==> src/core/fsl_pkg.sv <==
// shared constants and carriers for the host-side flash lock and bank controller
// assumes one 100 MHz clock; the flash itself is an asynchronous x16 part
package fsl_pkg;

    // ------------------------------------------------------------
    // bus widths and command data
    // ------------------------------------------------------------
    localparam int ADDR_W = 22;
    localparam int DATA_W = 16;
    localparam logic [15:0] CMD_LOCK = 16'h0060;
    localparam logic [15:0] CMD_RESET = 16'h00f0;
    localparam logic [15:0] CMD_SUSPEND = 16'h00b0;
    localparam logic [15:0] CMD_RESUME = 16'h0030;
    localparam logic [15:0] CMD_UNLK1 = 16'h00aa;
    localparam logic [15:0] CMD_UNLK2 = 16'h0055;
    localparam logic [15:0] CMD_AUTOSEL = 16'h0090;
    localparam logic [15:0] CMD_PROG = 16'h00a0;
    localparam logic [15:0] CMD_ERASE = 16'h0080;
    localparam logic [15:0] CMD_CHIP_ERASE = 16'h0010;
    localparam logic [15:0] CMD_SECT_ERASE = 16'h0030;
    localparam logic [21:0] ADDR_555 = 22'h000555;
    localparam logic [21:0] ADDR_2AA = 22'h0002aa;
    localparam logic [21:0] ADDR_LOCK_STATUS = 22'h000002;
    localparam logic [15:0] LOCK_PROTECTED = 16'h0001;

    // ------------------------------------------------------------
    // address fields
    // ------------------------------------------------------------
    localparam int LOCK_SEL_BIT = 6;
    localparam int BANK_HI = 21;
    localparam int BANK_LO = 20;
    localparam int SECT_COARSE_LO = 15;
    localparam int SECT_FINE_LO = 13;
    localparam int NUM_SECTORS = 134;
    localparam int NUM_BANKS = 4;

    // ------------------------------------------------------------
    // bus-cycle timing: write pulse, hold, recovery, read access
    // ------------------------------------------------------------
    localparam int CLK_NS = 10;
    localparam int T_WP_NS = 50;
    localparam int T_WC_NS = 80;
    localparam int T_ACC_NS = 70;
    localparam int T_CHOLD_NS = 3;
    localparam logic [3:0] WP_CYC = 4'((T_WP_NS + CLK_NS - 1) / CLK_NS);
    localparam logic [3:0] WREC_CYC = 4'((T_WC_NS - T_WP_NS + CLK_NS - 1) / CLK_NS);
    localparam logic [3:0] ACC_CYC = 4'((T_ACC_NS + CLK_NS - 1) / CLK_NS + 1);
    localparam logic [3:0] HOLD_CYC = 4'((T_CHOLD_NS + CLK_NS - 1) / CLK_NS);

    // ------------------------------------------------------------
    // user operations and carriers
    // ------------------------------------------------------------
    typedef enum logic [3:0] {
        FSL_OP_READ, FSL_OP_LOCK, FSL_OP_UNLOCK, FSL_OP_LOCK_EXIT,
        FSL_OP_PROGRAM, FSL_OP_SECT_ERASE, FSL_OP_CHIP_ERASE,
        FSL_OP_SUSPEND, FSL_OP_RESUME, FSL_OP_RESET, FSL_OP_LOCK_QUERY
    } fsl_op_e;

    typedef struct packed {
        fsl_op_e op;
        logic [21:0] addr;
        logic [15:0] data;
    } fsl_req_s;

    typedef struct packed {
        logic chip_select_n;
        logic write_n;
        logic output_n;
        logic [21:0] addr;
        logic [15:0] dq_out;
        logic dq_oe;
    } fsl_pins_s;

    typedef struct packed {
        logic we;
        logic [21:0] addr;
        logic [15:0] data;
    } fsl_cyc_s;

endpackage

==> src/core/fsl_bus_cycle.sv <==
// one asynchronous flash bus cycle (write or read) paced by clock counts
// assumes the caller holds start for one cycle only while idle is high
`timescale 1ns/1ps

module fsl_bus_cycle (
    // clock and reset
    input wire logic clk,
    input wire logic reset_n,
    // cycle request
    input wire logic start,
    input wire fsl_pkg::fsl_cyc_s cyc,
    output logic idle,
    output logic done,
    output logic [15:0] rd_data,
    // flash pins, synchronised read data in
    input wire logic [15:0] dq_in_sync,
    output fsl_pkg::fsl_pins_s pins
);

    typedef enum logic [2:0] {FSL_BC_IDLE, FSL_BC_PULSE, FSL_BC_HOLD,
                              FSL_BC_RECOVER} fsl_bc_state_e;

    fsl_bc_state_e state_ff, nxt_state;
    logic [3:0] cnt_ff, nxt_cnt;
    logic we_ff;
    logic [15:0] rd_ff;
    fsl_pkg::fsl_pins_s pins_ff, nxt_pins;
    logic done_ff;
    wire logic cnt_zero = (cnt_ff == 4'h0);

    // ------------------------------------------------------------
    // cycle sequencer: select, strobe width, hold, recovery
    // ------------------------------------------------------------
    always_comb begin
        nxt_state = state_ff;
        nxt_cnt = cnt_zero ? 4'h0 : cnt_ff - 4'h1;
        nxt_pins = pins_ff;
        case (state_ff)
            FSL_BC_IDLE: begin
                if (start) begin
                    nxt_state = FSL_BC_PULSE;
                    nxt_pins.chip_select_n = 1'b0;
                    nxt_pins.addr = cyc.addr;
                    nxt_pins.dq_out = cyc.data;
                    nxt_pins.dq_oe = cyc.we;
                    nxt_pins.write_n = ~cyc.we;
                    nxt_pins.output_n = cyc.we;
                    nxt_cnt = cyc.we ? fsl_pkg::WP_CYC : fsl_pkg::ACC_CYC;
                end
            end
            FSL_BC_PULSE: begin
                if (cnt_zero) begin
                    nxt_state = FSL_BC_HOLD;
                    nxt_pins.write_n = 1'b1;   // data latched on rising edge
                    nxt_pins.output_n = 1'b1;
                    nxt_cnt = fsl_pkg::HOLD_CYC;
                end
            end
            FSL_BC_HOLD: begin
                if (cnt_zero) begin
                    nxt_state = FSL_BC_RECOVER;
                    nxt_pins.chip_select_n = 1'b1;
                    nxt_pins.dq_oe = 1'b0;
                    nxt_cnt = fsl_pkg::WREC_CYC;
                end
            end
            FSL_BC_RECOVER: begin
                if (cnt_zero) begin
                    nxt_state = FSL_BC_IDLE;
                end
            end
            default: nxt_state = FSL_BC_IDLE;
        endcase
    end

    // ------------------------------------------------------------
    // registers
    // ------------------------------------------------------------
    always_ff @(posedge clk) begin
        if (!reset_n) begin
            state_ff <= FSL_BC_IDLE;
            cnt_ff <= 4'h0;
            pins_ff <= '{chip_select_n: 1'b1, write_n: 1'b1, output_n: 1'b1,
                         addr: '0, dq_out: '0, dq_oe: 1'b0};
            we_ff <= 1'b0;
            rd_ff <= 16'h0000;
            done_ff <= 1'b0;
        end else begin
            state_ff <= nxt_state;
            cnt_ff <= nxt_cnt;
            pins_ff <= nxt_pins;
            done_ff <= (state_ff == FSL_BC_RECOVER) && cnt_zero;
            if (state_ff == FSL_BC_IDLE && start) begin
                we_ff <= cyc.we;
            end
            if (state_ff == FSL_BC_PULSE && cnt_zero && !we_ff) begin
                rd_ff <= dq_in_sync;   // sampled just before output enable rises
            end
        end
    end

    assign idle = (state_ff == FSL_BC_IDLE);
    assign done = done_ff;
    assign rd_data = rd_ff;
    assign pins = pins_ff;

endmodule // fsl_bus_cycle

==> src/core/fsl_host_ctrl.sv <==
// host controller issuing sector lock, bank and erase command sequences to the flash
// assumes the flash pins are asynchronous; read data is synchronised here
// Function
// RULE1: flash powers up with all sectors locked; host starts with shadow all locked
// RULE2: flash refuses program/erase of locked sectors; host refuses them too
// RULE3: lock sequence opens with two writes of 60h at don't-care address
// RULE4: third write carries target sector address with data 60h
// RULE5: address bit six low locks, high unlocks the sector
// RULE6: further lock cycles allowed until reset command F0h is written
// RULE7: array has four banks chosen by bank-address bits
// RULE8: bank field decodes to exactly one of four banks
// RULE9: one bank may be read while another programs, erases or identifies
// RULE10: erase-suspend written to bank of erasing sector pauses the erase
// RULE11: single sector, multiple sectors or whole chip may be erased; host erases one sector or the whole chip per request
// RULE12: identification read at sector gives 01h protected, 00h unprotected
// RULE13: every reset form returns flash to array read
// RULE14: one lock bit per sector, indexed by decoded sector, checked on writes
// RULE15: four 8K-word boot sectors at each end, others 32K words
`timescale 1ns/1ps

module fsl_host_ctrl (
    // clock and reset
    input wire logic clk,
    input wire logic reset_n,
    // user request
    input wire logic req_valid,
    input wire fsl_pkg::fsl_req_s req,
    output logic req_ready,
    // user answer
    output logic rsp_valid,
    output logic rsp_refused,
    output logic [15:0] rsp_data,
    output logic [3:0] bank_busy,
    output logic lock_seq_active,
    // flash pins
    output logic flash_chip_select_n,
    output logic flash_write_n,
    output logic flash_output_n,
    output logic [21:0] flash_addr,
    output logic [15:0] flash_dq_out,
    output logic flash_dq_oe,
    input wire logic [15:0] flash_dq_in
);

    // ------------------------------------------------------------
    // sector and bank decode
    // ------------------------------------------------------------
    // boot sectors at both ends are 8K words, the rest 32K words
    function automatic logic [7:0] sector_of(input logic [21:0] a);
        logic [6:0] coarse;
        coarse = a[21:15];
        if (coarse == 7'h00)
            sector_of = {6'h00, a[14:13]};                     // [RULE15]
        else if (coarse == 7'h7f)
            sector_of = 8'd130 + {6'h00, a[14:13]};            // [RULE15]
        else
            sector_of = {1'b0, coarse} + 8'd3;
    endfunction

    // one-hot bank select from the two top address bits
    function automatic logic [3:0] bank_of(input logic [21:0] a);
        bank_of = 4'h1 << a[fsl_pkg::BANK_HI:fsl_pkg::BANK_LO];  // [RULE7] [RULE8]
    endfunction

    typedef enum logic [2:0] {FSL_IDLE, FSL_ISSUE, FSL_WAIT, FSL_ANSWER} fsl_state_e;

    fsl_state_e state_ff, nxt_state;
    logic ready_ff;
    logic [fsl_pkg::NUM_SECTORS-1:0] lock_ff;
    fsl_pkg::fsl_req_s req_ff;
    logic [2:0] step_ff, nxt_step;
    logic lockseq_ff, nxt_lockseq;
    logic [3:0] busy_ff, nxt_busy;
    logic [3:0] susp_ff, nxt_susp;
    logic rsp_valid_ff, rsp_ref_ff;
    logic [15:0] rsp_data_ff;
    logic [15:0] dq_meta_ff, dq_sync_ff;
    fsl_pkg::fsl_cyc_s cyc;
    fsl_pkg::fsl_pins_s pins;
    logic bc_idle, bc_done;
    logic [15:0] bc_rd;
    logic start;

    // ------------------------------------------------------------
    // request classification
    // ------------------------------------------------------------
    wire logic [7:0] req_sect = sector_of(req.addr);
    wire logic [3:0] req_bank = bank_of(req.addr);
    wire logic is_write_op = (req.op == fsl_pkg::FSL_OP_PROGRAM) ||
                             (req.op == fsl_pkg::FSL_OP_SECT_ERASE);
    wire logic sect_locked = lock_ff[req_sect];                  // [RULE14]
    wire logic any_locked = |lock_ff;
    wire logic refuse_lock = (is_write_op && sect_locked) ||
                             (req.op == fsl_pkg::FSL_OP_CHIP_ERASE && any_locked); // [RULE2]
    // an access to a busy bank that is not suspended is refused unless it suspends it or is a reset
    wire logic bank_clash = |(req_bank & busy_ff & ~susp_ff) &&
                            req.op != fsl_pkg::FSL_OP_SUSPEND &&
                            req.op != fsl_pkg::FSL_OP_RESET;     // [RULE9]
    wire logic refuse = refuse_lock || bank_clash;
    wire logic [2:0] steps = seq_len(req_ff.op, lockseq_ff);
    wire logic [7:0] cur_sect = sector_of(req_ff.addr);
    wire logic [3:0] cur_bank = bank_of(req_ff.addr);

    // number of bus cycles for each operation
    function automatic logic [2:0] seq_len(input fsl_pkg::fsl_op_e op, input logic inseq);
        case (op)
            fsl_pkg::FSL_OP_LOCK, fsl_pkg::FSL_OP_UNLOCK:
                seq_len = inseq ? 3'd1 : 3'd3;                   // [RULE6]
            fsl_pkg::FSL_OP_PROGRAM: seq_len = 3'd4;
            fsl_pkg::FSL_OP_SECT_ERASE, fsl_pkg::FSL_OP_CHIP_ERASE: seq_len = 3'd6;
            fsl_pkg::FSL_OP_LOCK_QUERY: seq_len = 3'd4;
            default: seq_len = 3'd1;
        endcase
    endfunction

    // ------------------------------------------------------------
    // bus cycle content for the current step
    // ------------------------------------------------------------
    always_comb begin
        cyc = '{we: 1'b1, addr: fsl_pkg::ADDR_555, data: fsl_pkg::CMD_UNLK1};
        case (req_ff.op)
            fsl_pkg::FSL_OP_LOCK, fsl_pkg::FSL_OP_UNLOCK: begin
                cyc.data = fsl_pkg::CMD_LOCK;                    // [RULE3]
                cyc.addr = 22'h000000;
                if (step_ff == steps - 3'd1) begin
                    cyc.addr = req_ff.addr;                      // [RULE4]
                    cyc.addr[fsl_pkg::LOCK_SEL_BIT] =
                        (req_ff.op == fsl_pkg::FSL_OP_UNLOCK);   // [RULE5]
                end
            end
            fsl_pkg::FSL_OP_LOCK_EXIT, fsl_pkg::FSL_OP_RESET:
                cyc.data = fsl_pkg::CMD_RESET;                   // [RULE6] [RULE13]
            fsl_pkg::FSL_OP_SUSPEND: begin
                cyc.addr = req_ff.addr;                          // [RULE10]
                cyc.data = fsl_pkg::CMD_SUSPEND;
            end
            fsl_pkg::FSL_OP_RESUME: begin
                cyc.addr = req_ff.addr;
                cyc.data = fsl_pkg::CMD_RESUME;
            end
            fsl_pkg::FSL_OP_READ:
                cyc = '{we: 1'b0, addr: req_ff.addr, data: 16'h0000};
            default: begin
                // unlock pair, command, then the op-specific tail
                case (step_ff)
                    3'd1: cyc = '{we: 1'b1, addr: fsl_pkg::ADDR_2AA, data: fsl_pkg::CMD_UNLK2};
                    3'd2: begin
                        cyc.addr = {req_ff.addr[21:20], fsl_pkg::ADDR_555[19:0]};
                        cyc.data = (req_ff.op == fsl_pkg::FSL_OP_PROGRAM) ? fsl_pkg::CMD_PROG :
                                   (req_ff.op == fsl_pkg::FSL_OP_LOCK_QUERY) ?
                                   fsl_pkg::CMD_AUTOSEL : fsl_pkg::CMD_ERASE;
                    end
                    3'd3: begin
                        if (req_ff.op == fsl_pkg::FSL_OP_PROGRAM)
                            cyc = '{we: 1'b1, addr: req_ff.addr, data: req_ff.data};
                        else if (req_ff.op == fsl_pkg::FSL_OP_LOCK_QUERY)
                            cyc = '{we: 1'b0, data: 16'h0000,             // [RULE12]
                                    addr: {req_ff.addr[21:13], 11'h000, fsl_pkg::ADDR_LOCK_STATUS[1:0]}};
                    end
                    3'd4: cyc = '{we: 1'b1, addr: fsl_pkg::ADDR_2AA, data: fsl_pkg::CMD_UNLK2};
                    3'd5: begin
                        cyc.addr = (req_ff.op == fsl_pkg::FSL_OP_SECT_ERASE) ?
                                   req_ff.addr : fsl_pkg::ADDR_555;
                        cyc.data = (req_ff.op == fsl_pkg::FSL_OP_SECT_ERASE) ?
                                   fsl_pkg::CMD_SECT_ERASE : fsl_pkg::CMD_CHIP_ERASE; // [RULE11]
                    end
                    default: ;
                endcase
            end
        endcase
    end

    // ------------------------------------------------------------
    // request sequencer
    // ------------------------------------------------------------
    always_comb begin
        nxt_state = state_ff;
        nxt_step = step_ff;
        nxt_lockseq = lockseq_ff;
        nxt_busy = busy_ff;
        nxt_susp = susp_ff;
        start = 1'b0;
        case (state_ff)
            FSL_IDLE: begin
                nxt_step = 3'd0;
                if (req_valid && !refuse)
                    nxt_state = FSL_ISSUE;
                else if (req_valid)
                    nxt_state = FSL_ANSWER;
            end
            FSL_ISSUE: begin
                start = bc_idle;
                if (bc_idle)
                    nxt_state = FSL_WAIT;
            end
            FSL_WAIT: begin
                if (bc_done) begin
                    nxt_step = step_ff + 3'd1;
                    nxt_state = (step_ff == steps - 3'd1) ? FSL_ANSWER : FSL_ISSUE;
                end
            end
            FSL_ANSWER: begin
                nxt_state = FSL_IDLE;
                if (!rsp_ref_ff) begin
                    case (req_ff.op)
                        fsl_pkg::FSL_OP_LOCK, fsl_pkg::FSL_OP_UNLOCK: nxt_lockseq = 1'b1;
                        fsl_pkg::FSL_OP_LOCK_EXIT, fsl_pkg::FSL_OP_RESET: begin
                            nxt_lockseq = 1'b0;                  // [RULE6]
                            nxt_busy = 4'h0;
                            nxt_susp = 4'h0;
                        end
                        fsl_pkg::FSL_OP_SECT_ERASE: nxt_busy = busy_ff | cur_bank;
                        fsl_pkg::FSL_OP_CHIP_ERASE: nxt_busy = 4'hf;
                        fsl_pkg::FSL_OP_SUSPEND: nxt_susp = susp_ff | (cur_bank & busy_ff); // [RULE10]
                        fsl_pkg::FSL_OP_RESUME: nxt_susp = susp_ff & ~cur_bank;
                        default: ;
                    endcase
                end
            end
            default: nxt_state = FSL_IDLE;
        endcase
    end

    // ------------------------------------------------------------
    // registers
    // ------------------------------------------------------------
    always_ff @(posedge clk) begin
        if (!reset_n) begin
            state_ff <= FSL_IDLE;
            ready_ff <= 1'b1;
            step_ff <= 3'd0;
            lock_ff <= '1;                                       // [RULE1]
            lockseq_ff <= 1'b0;
            busy_ff <= 4'h0;
            susp_ff <= 4'h0;
            req_ff <= '0;
            rsp_valid_ff <= 1'b0;
            rsp_ref_ff <= 1'b0;
            rsp_data_ff <= 16'h0000;
            dq_meta_ff <= 16'h0000;
            dq_sync_ff <= 16'h0000;
        end else begin
            state_ff <= nxt_state;
            ready_ff <= (nxt_state == FSL_IDLE);   // ready straight from a flop
            step_ff <= nxt_step;
            lockseq_ff <= nxt_lockseq;
            busy_ff <= nxt_busy;
            susp_ff <= nxt_susp;
            dq_meta_ff <= flash_dq_in;
            dq_sync_ff <= dq_meta_ff;
            rsp_valid_ff <= (state_ff == FSL_ANSWER);
            if (state_ff == FSL_IDLE && req_valid) begin
                req_ff <= req;
                rsp_ref_ff <= refuse;
            end
            if (state_ff == FSL_WAIT && bc_done && !cyc.we)
                rsp_data_ff <= bc_rd;
            if (state_ff == FSL_ANSWER && !rsp_ref_ff &&
                (req_ff.op == fsl_pkg::FSL_OP_LOCK || req_ff.op == fsl_pkg::FSL_OP_UNLOCK))
                lock_ff[cur_sect] <= (req_ff.op == fsl_pkg::FSL_OP_LOCK); // [RULE5] [RULE14]
            if (state_ff == FSL_ANSWER && !rsp_ref_ff && req_ff.op == fsl_pkg::FSL_OP_LOCK_QUERY)
                lock_ff[cur_sect] <= (rsp_data_ff == fsl_pkg::LOCK_PROTECTED); // [RULE12]
        end
    end

    // ------------------------------------------------------------
    // bus cycle engine and outputs
    // ------------------------------------------------------------
    fsl_bus_cycle u_cycle (
        .clk(clk),
        .reset_n(reset_n),
        .start(start),
        .cyc(cyc),
        .idle(bc_idle),
        .done(bc_done),
        .rd_data(bc_rd),
        .dq_in_sync(dq_sync_ff),
        .pins(pins)
    );

    assign req_ready = ready_ff;
    assign rsp_valid = rsp_valid_ff;
    assign rsp_refused = rsp_ref_ff;
    assign rsp_data = rsp_data_ff;
    assign bank_busy = busy_ff;
    assign lock_seq_active = lockseq_ff;
    assign flash_chip_select_n = pins.chip_select_n;
    assign flash_write_n = pins.write_n;
    assign flash_output_n = pins.output_n;
    assign flash_addr = pins.addr;
    assign flash_dq_out = pins.dq_out;
    assign flash_dq_oe = pins.dq_oe;

endmodule // fsl_host_ctrl

==> config.mk <==
export PLATFORM = sky130hd
export DESIGN_NAME = fsl_host_ctrl
export DESIGN_NICKNAME = d
export VERILOG_FILES = /design/src/core/fsl_pkg.sv /design/src/core/fsl_bus_cycle.sv /design/src/core/fsl_host_ctrl.sv
export SDC_FILE = /design/constraint.sdc
export NUM_CORES = 1
export LEC_CHECK = 0
export ABC_CLOCK_PERIOD_IN_PS = 4700
export BUFFER_PORTS_ARGS = -buffer_cell sky130_fd_sc_hd__buf_2
export CAP_MARGIN = 5
export CORE_UTILIZATION = 55
export CTS_CLUSTER_SIZE = 14
export DETAILED_ROUTE_END_ITERATION = 10
export PLACE_DENSITY_LB_ADDON = 0.05
export SLEW_MARGIN = 0
export SYNTH_ARGS = -nofsm -noshare
export SYNTH_HDL_FRONTEND = slang
export SYNTH_SLANG_ARGS = --single-unit
==> constraint.sdc <==
create_clock -name clk -period 4.7 [get_ports clk]
set_input_delay 0.94 -clock clk [delete_from_list [all_inputs] [get_ports clk]]
set_output_delay 0.94 -clock clk [all_outputs]
set_load 0.03 [all_outputs]
==> impl_metrics.toml, run 1 <==
[timing]
max_clock_freq_mhz = 277
slew_violations = 0
fin_worst_skew_ns = 0.0207
setup_viol = 0
rsz0062_at_grt = "false"
finalHoldViolations = 0
timing.setup.tns_ns = 0
tightestPinTransition_ns = 1.34
period_minus_slack_ns = 3.61
slew_headroom = 0.0989
period_share = 0.769

[placement]
dp_cells = 2249
dp_hpwl_mm = 36.0
gp_congestion = 1.02
port_buffers = 126

[job]
drv_cap = 0

[clocking]
clkSinkCount = 308
cts_resized = 0
cts_hold_buf = 0
h-tree-depth = 1
clk_latency_ns = 0.59
clk_path_buf_depth = 3
cts_tree = "built"
cts_setup_buffers = 0
clockRootBuffer = "clkbuf_16"
cts_made_buffers = 31
cts.clk_slew.worst_paths_ns = 0.06

[setup_path]
timing.critical_path.slowest_stage_cell = "dfxtp_1"
path_cells = "inv_1 -> nor3_1 -> nand4_1 -> nand3_1 -> nor2b_1 -> nand2_1 -> nor2_1 -> o21ai_0"
startpoint_type = "flip-flop"
cp_data_required_time_ns = 5.20
cp.arrival_ns = 4.12
crit_family = "simple AND/OR/NAND/NOR gates"
cp_slowest_stage_delay_ns = 0.88
worst-path-max-fanout = 25
critPathCaptureType = "flip-flop"
critical_path_class = "flip-flop to flip-flop"
cp.buffers_inverters = 1

[drt]
post_drt_wl_per_cell_um = 21.8
ant_nets = 0
postRouteWirelength_mm = 50.3
vias_per_cell = 6.23
drcViolationCount = 0
num_vias = 14400
initialDrtViolationCount = 1622
drt-pass1-iter-count = 5

[worst_hold_path]
hold_path.class = "flip-flop to flip-flop"

[floorplanning]
coreArea_sq_mm = 0.0259
ioPinCount = 127
start_util = 0.559
row_count = 59
die_area_sq_mm = 0.0270
die_height_um = 164
die_x_um = 164

[pwr]
p_leak_nw = 6.30
power_density_mw_per_mm2 = 382
finalPower_mw = 6.25
max-vdd-ir-drop_mv = 0.417

[logic_synthesis]
ys_seq_area_frac = 0.426
synthCells = 1882
syn-cell-area_sq_mm = 0.0145
yosysWarnings = 0
ys_ff_latch = 308
async_flop_share = 0
ys.flop_type = "dfxtp_1"
synth_area_per_cell_sq_um = 7.70
synthDistinctLibCells = 80
synth_fp_nets = 1960
synth_edf_count = 0

[finish]
finalNetCount = 2025
finalNonFillerCells = 2307
drive_gt1_frac = 0.127
syn2layout_area_growth_pct = 13.0
fillers = 2291
layout_common_cells = "308 x dfxtp_1, 290 x a21oi_1, 252 x nand2_1, 238 x nor2_1, 180 x o21ai_0"
final_common_cell = "dfxtp_1"

[outcome]
status = "complete, no violations"

[grt]
overflow = 0
grt_max_degree = 129
antenna_found_initial = 2
track_usage = 0.367
grt_pass1_vias = 12900
grt_pass1_wl_mm = 75.4
==> flip-flops by register name (all words and copies together) (netlist names), 2 cells and up <==
| register | cells |
|---|---|
| rsp_data | 16 |
| bank_busy | 4 |
| u_cycle.state_ff | 2 |
| step_ff | 3 |
| u_cycle.cnt_ff | 4 |
| u_cycle.pins | 42 |
| lock_ff | 134 |
| susp_ff | 4 |
| dq_meta_ff | 16 |
| state_ff | 3 |
| req_ff | 42 |
| dq_sync_ff | 16 |
| u_cycle.rd_data | 16 |
==> worst paths after layout <==
kind / from / end / slack (ns) / cells after the start
worst max-delay path: req_ff[39] / lock_ff[49] / 1.09 / 8
worst min-delay path: dq_meta_ff[9] / dq_sync_ff[9] / 0.43 / 1
worst max register to register: req_ff[39] / lock_ff[49] / 1.09 / 8
worst min register to register: dq_meta_ff[9] / dq_sync_ff[9] / 0.43 / 1
==> through the flow <==
step | setup slack (ns) | utilization | area (sq um) | hold WS (ns)
2_1_floorplan | 1.22 | - | 14500 | 0.406
3_3_place_gp | 0.713 | 0.589 | 15300 | 0.414
3_5_place_dp | 0.557 | 0.589 | 15300 | 0.419
4_1_cts | 1.15 | 0.632 | 16400 | 0.432
5_1_grt | 0.864 | 0.632 | 16400 | 0.450
6_report | 1.09 | 0.632 | 16400 | 0.430
==> power by group <==
part	internal [mW]	switching (mW)	leakage (nW)	total [mW]
logic	0.268	0.611	3.26	0.879
clock network	1.58	1.07	0.536	2.65
registers	2.67	0.0471	2.50	2.72
total	4.53	1.72	6.30	6.25
==> final cells by class <==
| class | count | area (sq um) | share of cell area |
|---|---|---|---|
| inverter | 25 | 95.1 | 0.00581 |
| tap | 335 | 419 | 0.0256 |
| sequential | 308 | 6170 | 0.377 |
| timing repair buffer | 161 | 896 | 0.0547 |
| clock inverter | 14 | 223 | 0.0136 |
| clock buffer | 42 | 877 | 0.0536 |
| multi-input combinational | 1420 | 7690 | 0.470 |
| antenna | 2 | 5.00 | 0.000306 |
==> synthesized netlist by cell type (26+ instances only) <==
cell type	instances	area, sq um
dfxtp_1	308	6170
a21oi_1	290	1450
nand2_1	252	946
mux2i_1	26	260
nor2_1	238	893
and2_1	38	238
nor4_1	44	275
nand3_1	40	200
a22oi_1	27	203
clkbuf_1	98	368
nor3_1	31	155
o21ai_0	180	901
==> layer usage <==
metal	global-route usage	share of wire	vias up
met5	0	0	-
met4	0.167	0.048	0
met3	0.0566	0.082	165
met2	0.590	0.45	740
met1	0.483	0.42	6668
li1	-	-	6792
==> kinds of logic after synthesis <==
kind of cell	Yosys count	share of synthesized area
and+or+nand+nor	735	0.233
adders and majority gates	17	0.0147
DFF	308	0.426
buffers and inverters	154	0.0448
AOI/OAI and AO/OA	612	0.239
other	1	0.000259
muxes	38	0.0322
xor gates and xnor gates	17	0.0103
(Power assumes the default switching activity.)
==> inputs of run 2 (changes only) <==
--- a/config.mk
+++ b/config.mk
@@ -5,7 +5,7 @@
 export SDC_FILE = /design/constraint.sdc
 export NUM_CORES = 1
 export LEC_CHECK = 0
-export ABC_CLOCK_PERIOD_IN_PS = 4700
+export ABC_CLOCK_PERIOD_IN_PS = 3600
 export BUFFER_PORTS_ARGS = -buffer_cell sky130_fd_sc_hd__buf_2
 export CAP_MARGIN = 5
 export CORE_UTILIZATION = 55
==> constraint.sdc (replaced) <==
create_clock -name clk -period 3.6 [get_ports clk]
set_input_delay 0.72 -clock clk [delete_from_list [all_inputs] [get_ports clk]]
set_output_delay 0.72 -clock clk [all_outputs]
set_load 0.03 [all_outputs]
==> impl_metrics.toml, run 2 (synthesis gave the netlist of run 1 again) <==
[setup_path]
critical_path_class = "flip-flop to flip-flop"
worst-path-max-fanout = 19
critPathCaptureType = "flip-flop"
startpoint_type = "flip-flop"
cp.arrival_ns = 3.81
cp_data_required_time_ns = 4.02

[grt]
grt_pass1_wl_mm = 77.1
overflow = 0
grt_pass1_vias = 13500
grt_max_degree = 182
track_usage = 0.373
antenna_found_initial = 1

[placement]
dp_hpwl_mm = 37.2
gp_congestion = 1.06
port_buffers = 126

[timing]
hold_ws_ns = 0.396
slew_violations = 0
fin_worst_skew_ns = 0.0172
setup_viol = 0
period_share = 0.942
finalHoldViolations = 0
period_minus_slack_ns = 3.39
rsz0062_at_grt = "false"
slew_headroom = 0.400
timing.setup.tns_ns = 0
tightestPinTransition_ns = 0.893
max_clock_freq_mhz = 295

[finish]
largest-register = "lock_ff"
largest_register_ffs = 134
regArea_sq_mm = 0.00617
final_common_cell = "dfxtp_1"
finalNetCount = 2097
layout_common_cells = "308 x dfxtp_1, 290 x a21oi_1, 252 x nand2_1, 238 x nor2_1, 180 x o21ai_0"
utilization = 0.656
syn2layout_area_growth_pct = 17.4
fillers = 2276
multiInputGateArea_sq_mm = 0.00768
drive_gt1_frac = 0.158

[drt]
wl_met1_mm = 20.8
drt-pass1-iter-count = 6
num_vias = 14800
postRouteWirelength_mm = 50.9
initialDrtViolationCount = 1673
drcViolationCount = 0
wl_met3_mm = 3.85
vias_per_cell = 6.23
post_drt_wl_per_cell_um = 21.4
ant_nets = 0
met2_length_mm = 23.7
highest_layer = "met5"

[pwr]
p_leak_nw = 6.68
max-vdd-ir-drop_mv = 0.597
power_density_mw_per_mm2 = 495

[floorplanning]
ioPinCount = 127
die_height_um = 164
die_x_um = 164
die_area_sq_mm = 0.0270
coreArea_sq_mm = 0.0259
start_util = 0.559
row_count = 59

[outcome]
status = "complete, no violations"

[clocking]
clkSinkCount = 308
clockRootBuffer = "clkbuf_16"
cts_tree = "built"
cts_resized = 0
clk_latency_ns = 0.53
cts_made_buffers = 35
clk_path_buf_depth = 3
cts_setup_buffers = 0
h-tree-depth = 2
cts_hold_buf = 0
cts.clk_slew.worst_paths_ns = 0.06

[worst_hold_path]
hold_path.class = "input port to flip-flop"

[job]
drv_cap = 0
==> run 2: changes by cell type in the layout (fill, tap and decap cells not counted), sizes merged <==
cell      previous run  this run
clkbuf              42        46
clkinv               6         9
diode                2         1
clkinvlp             2         4
buf                161       229
inv                 26        25
bufinv               5         3
==> run 2: layout make-up <==
cell class / instances / area share
multi-input cells: 1420 / 0.452
clock buffers: 46 / 0.0569
repair buffers: 229 / 0.0856
well taps: 335 / 0.0246
flip-flops and latches: 308 / 0.363
diodes: 1 / 0.000147
clock inverters: 16 / 0.0127
inverters: 25 / 0.00559
==> run 2: power by group <==
part           total [mW]  internal (mW)  switching, mW
registers            3.54           3.49         0.0500
clock network        3.63           2.14           1.49
logic                1.25          0.415          0.837
total                8.42           6.04           2.38
==> run 2: path summary, 6_finish.rpt <==
check | slack, ns | startpoint | cells past startpoint | end
min | 0.40 | flash_dq_in[6] | 2 | dq_meta_ff[6]
max reg2reg | 0.21 | req_ff[35] | 10 | lock_ff[48]
min reg2reg | 0.43 | dq_meta_ff[3] | 1 | dq_sync_ff[3]
max | 0.21 | req_ff[35] | 10 | lock_ff[48]
==> run 2: worst max-delay path, cell delays in order, from the launching register on <==
cell,delay (ns)
dfxtp_1,0.52
and3_1,0.28
nor2b_1,0.26
and2_1,0.27
o21ai_0,0.13
o21ai_2,0.69
nor2_1,0.30
nand2_1,0.33
buf_4,0.23
nor2_1,0.05
o21ai_0,0.21
==> run 2: per-stage QoR <==
step | cells | total power, mW | setup WS [ns] | cell area (sq um)
floorplan | 1882 | 4.39 | 0.343 | 14500
global placement | 2316 | 4.80 | 0.00718 | 15800
detailed placement | 2316 | 4.81 | -0.164 | 15800
CTS | 2378 | 8.41 | 0.295 | 17000
global route | 2379 | 8.68 | 0.0728 | 17000
finish | 2380 | 8.42 | 0.210 | 17000
==> run 2: metal layers <==
| layer | track usage | vias up |
|---|---|---|
| met1 | 0.479 | 6968 |
| met4 | 0.184 | 2 |
| met5 | 0 | - |
| li1 | - | 6929 |
| met2 | 0.610 | 763 |
| met3 | 0.0553 | 155 |
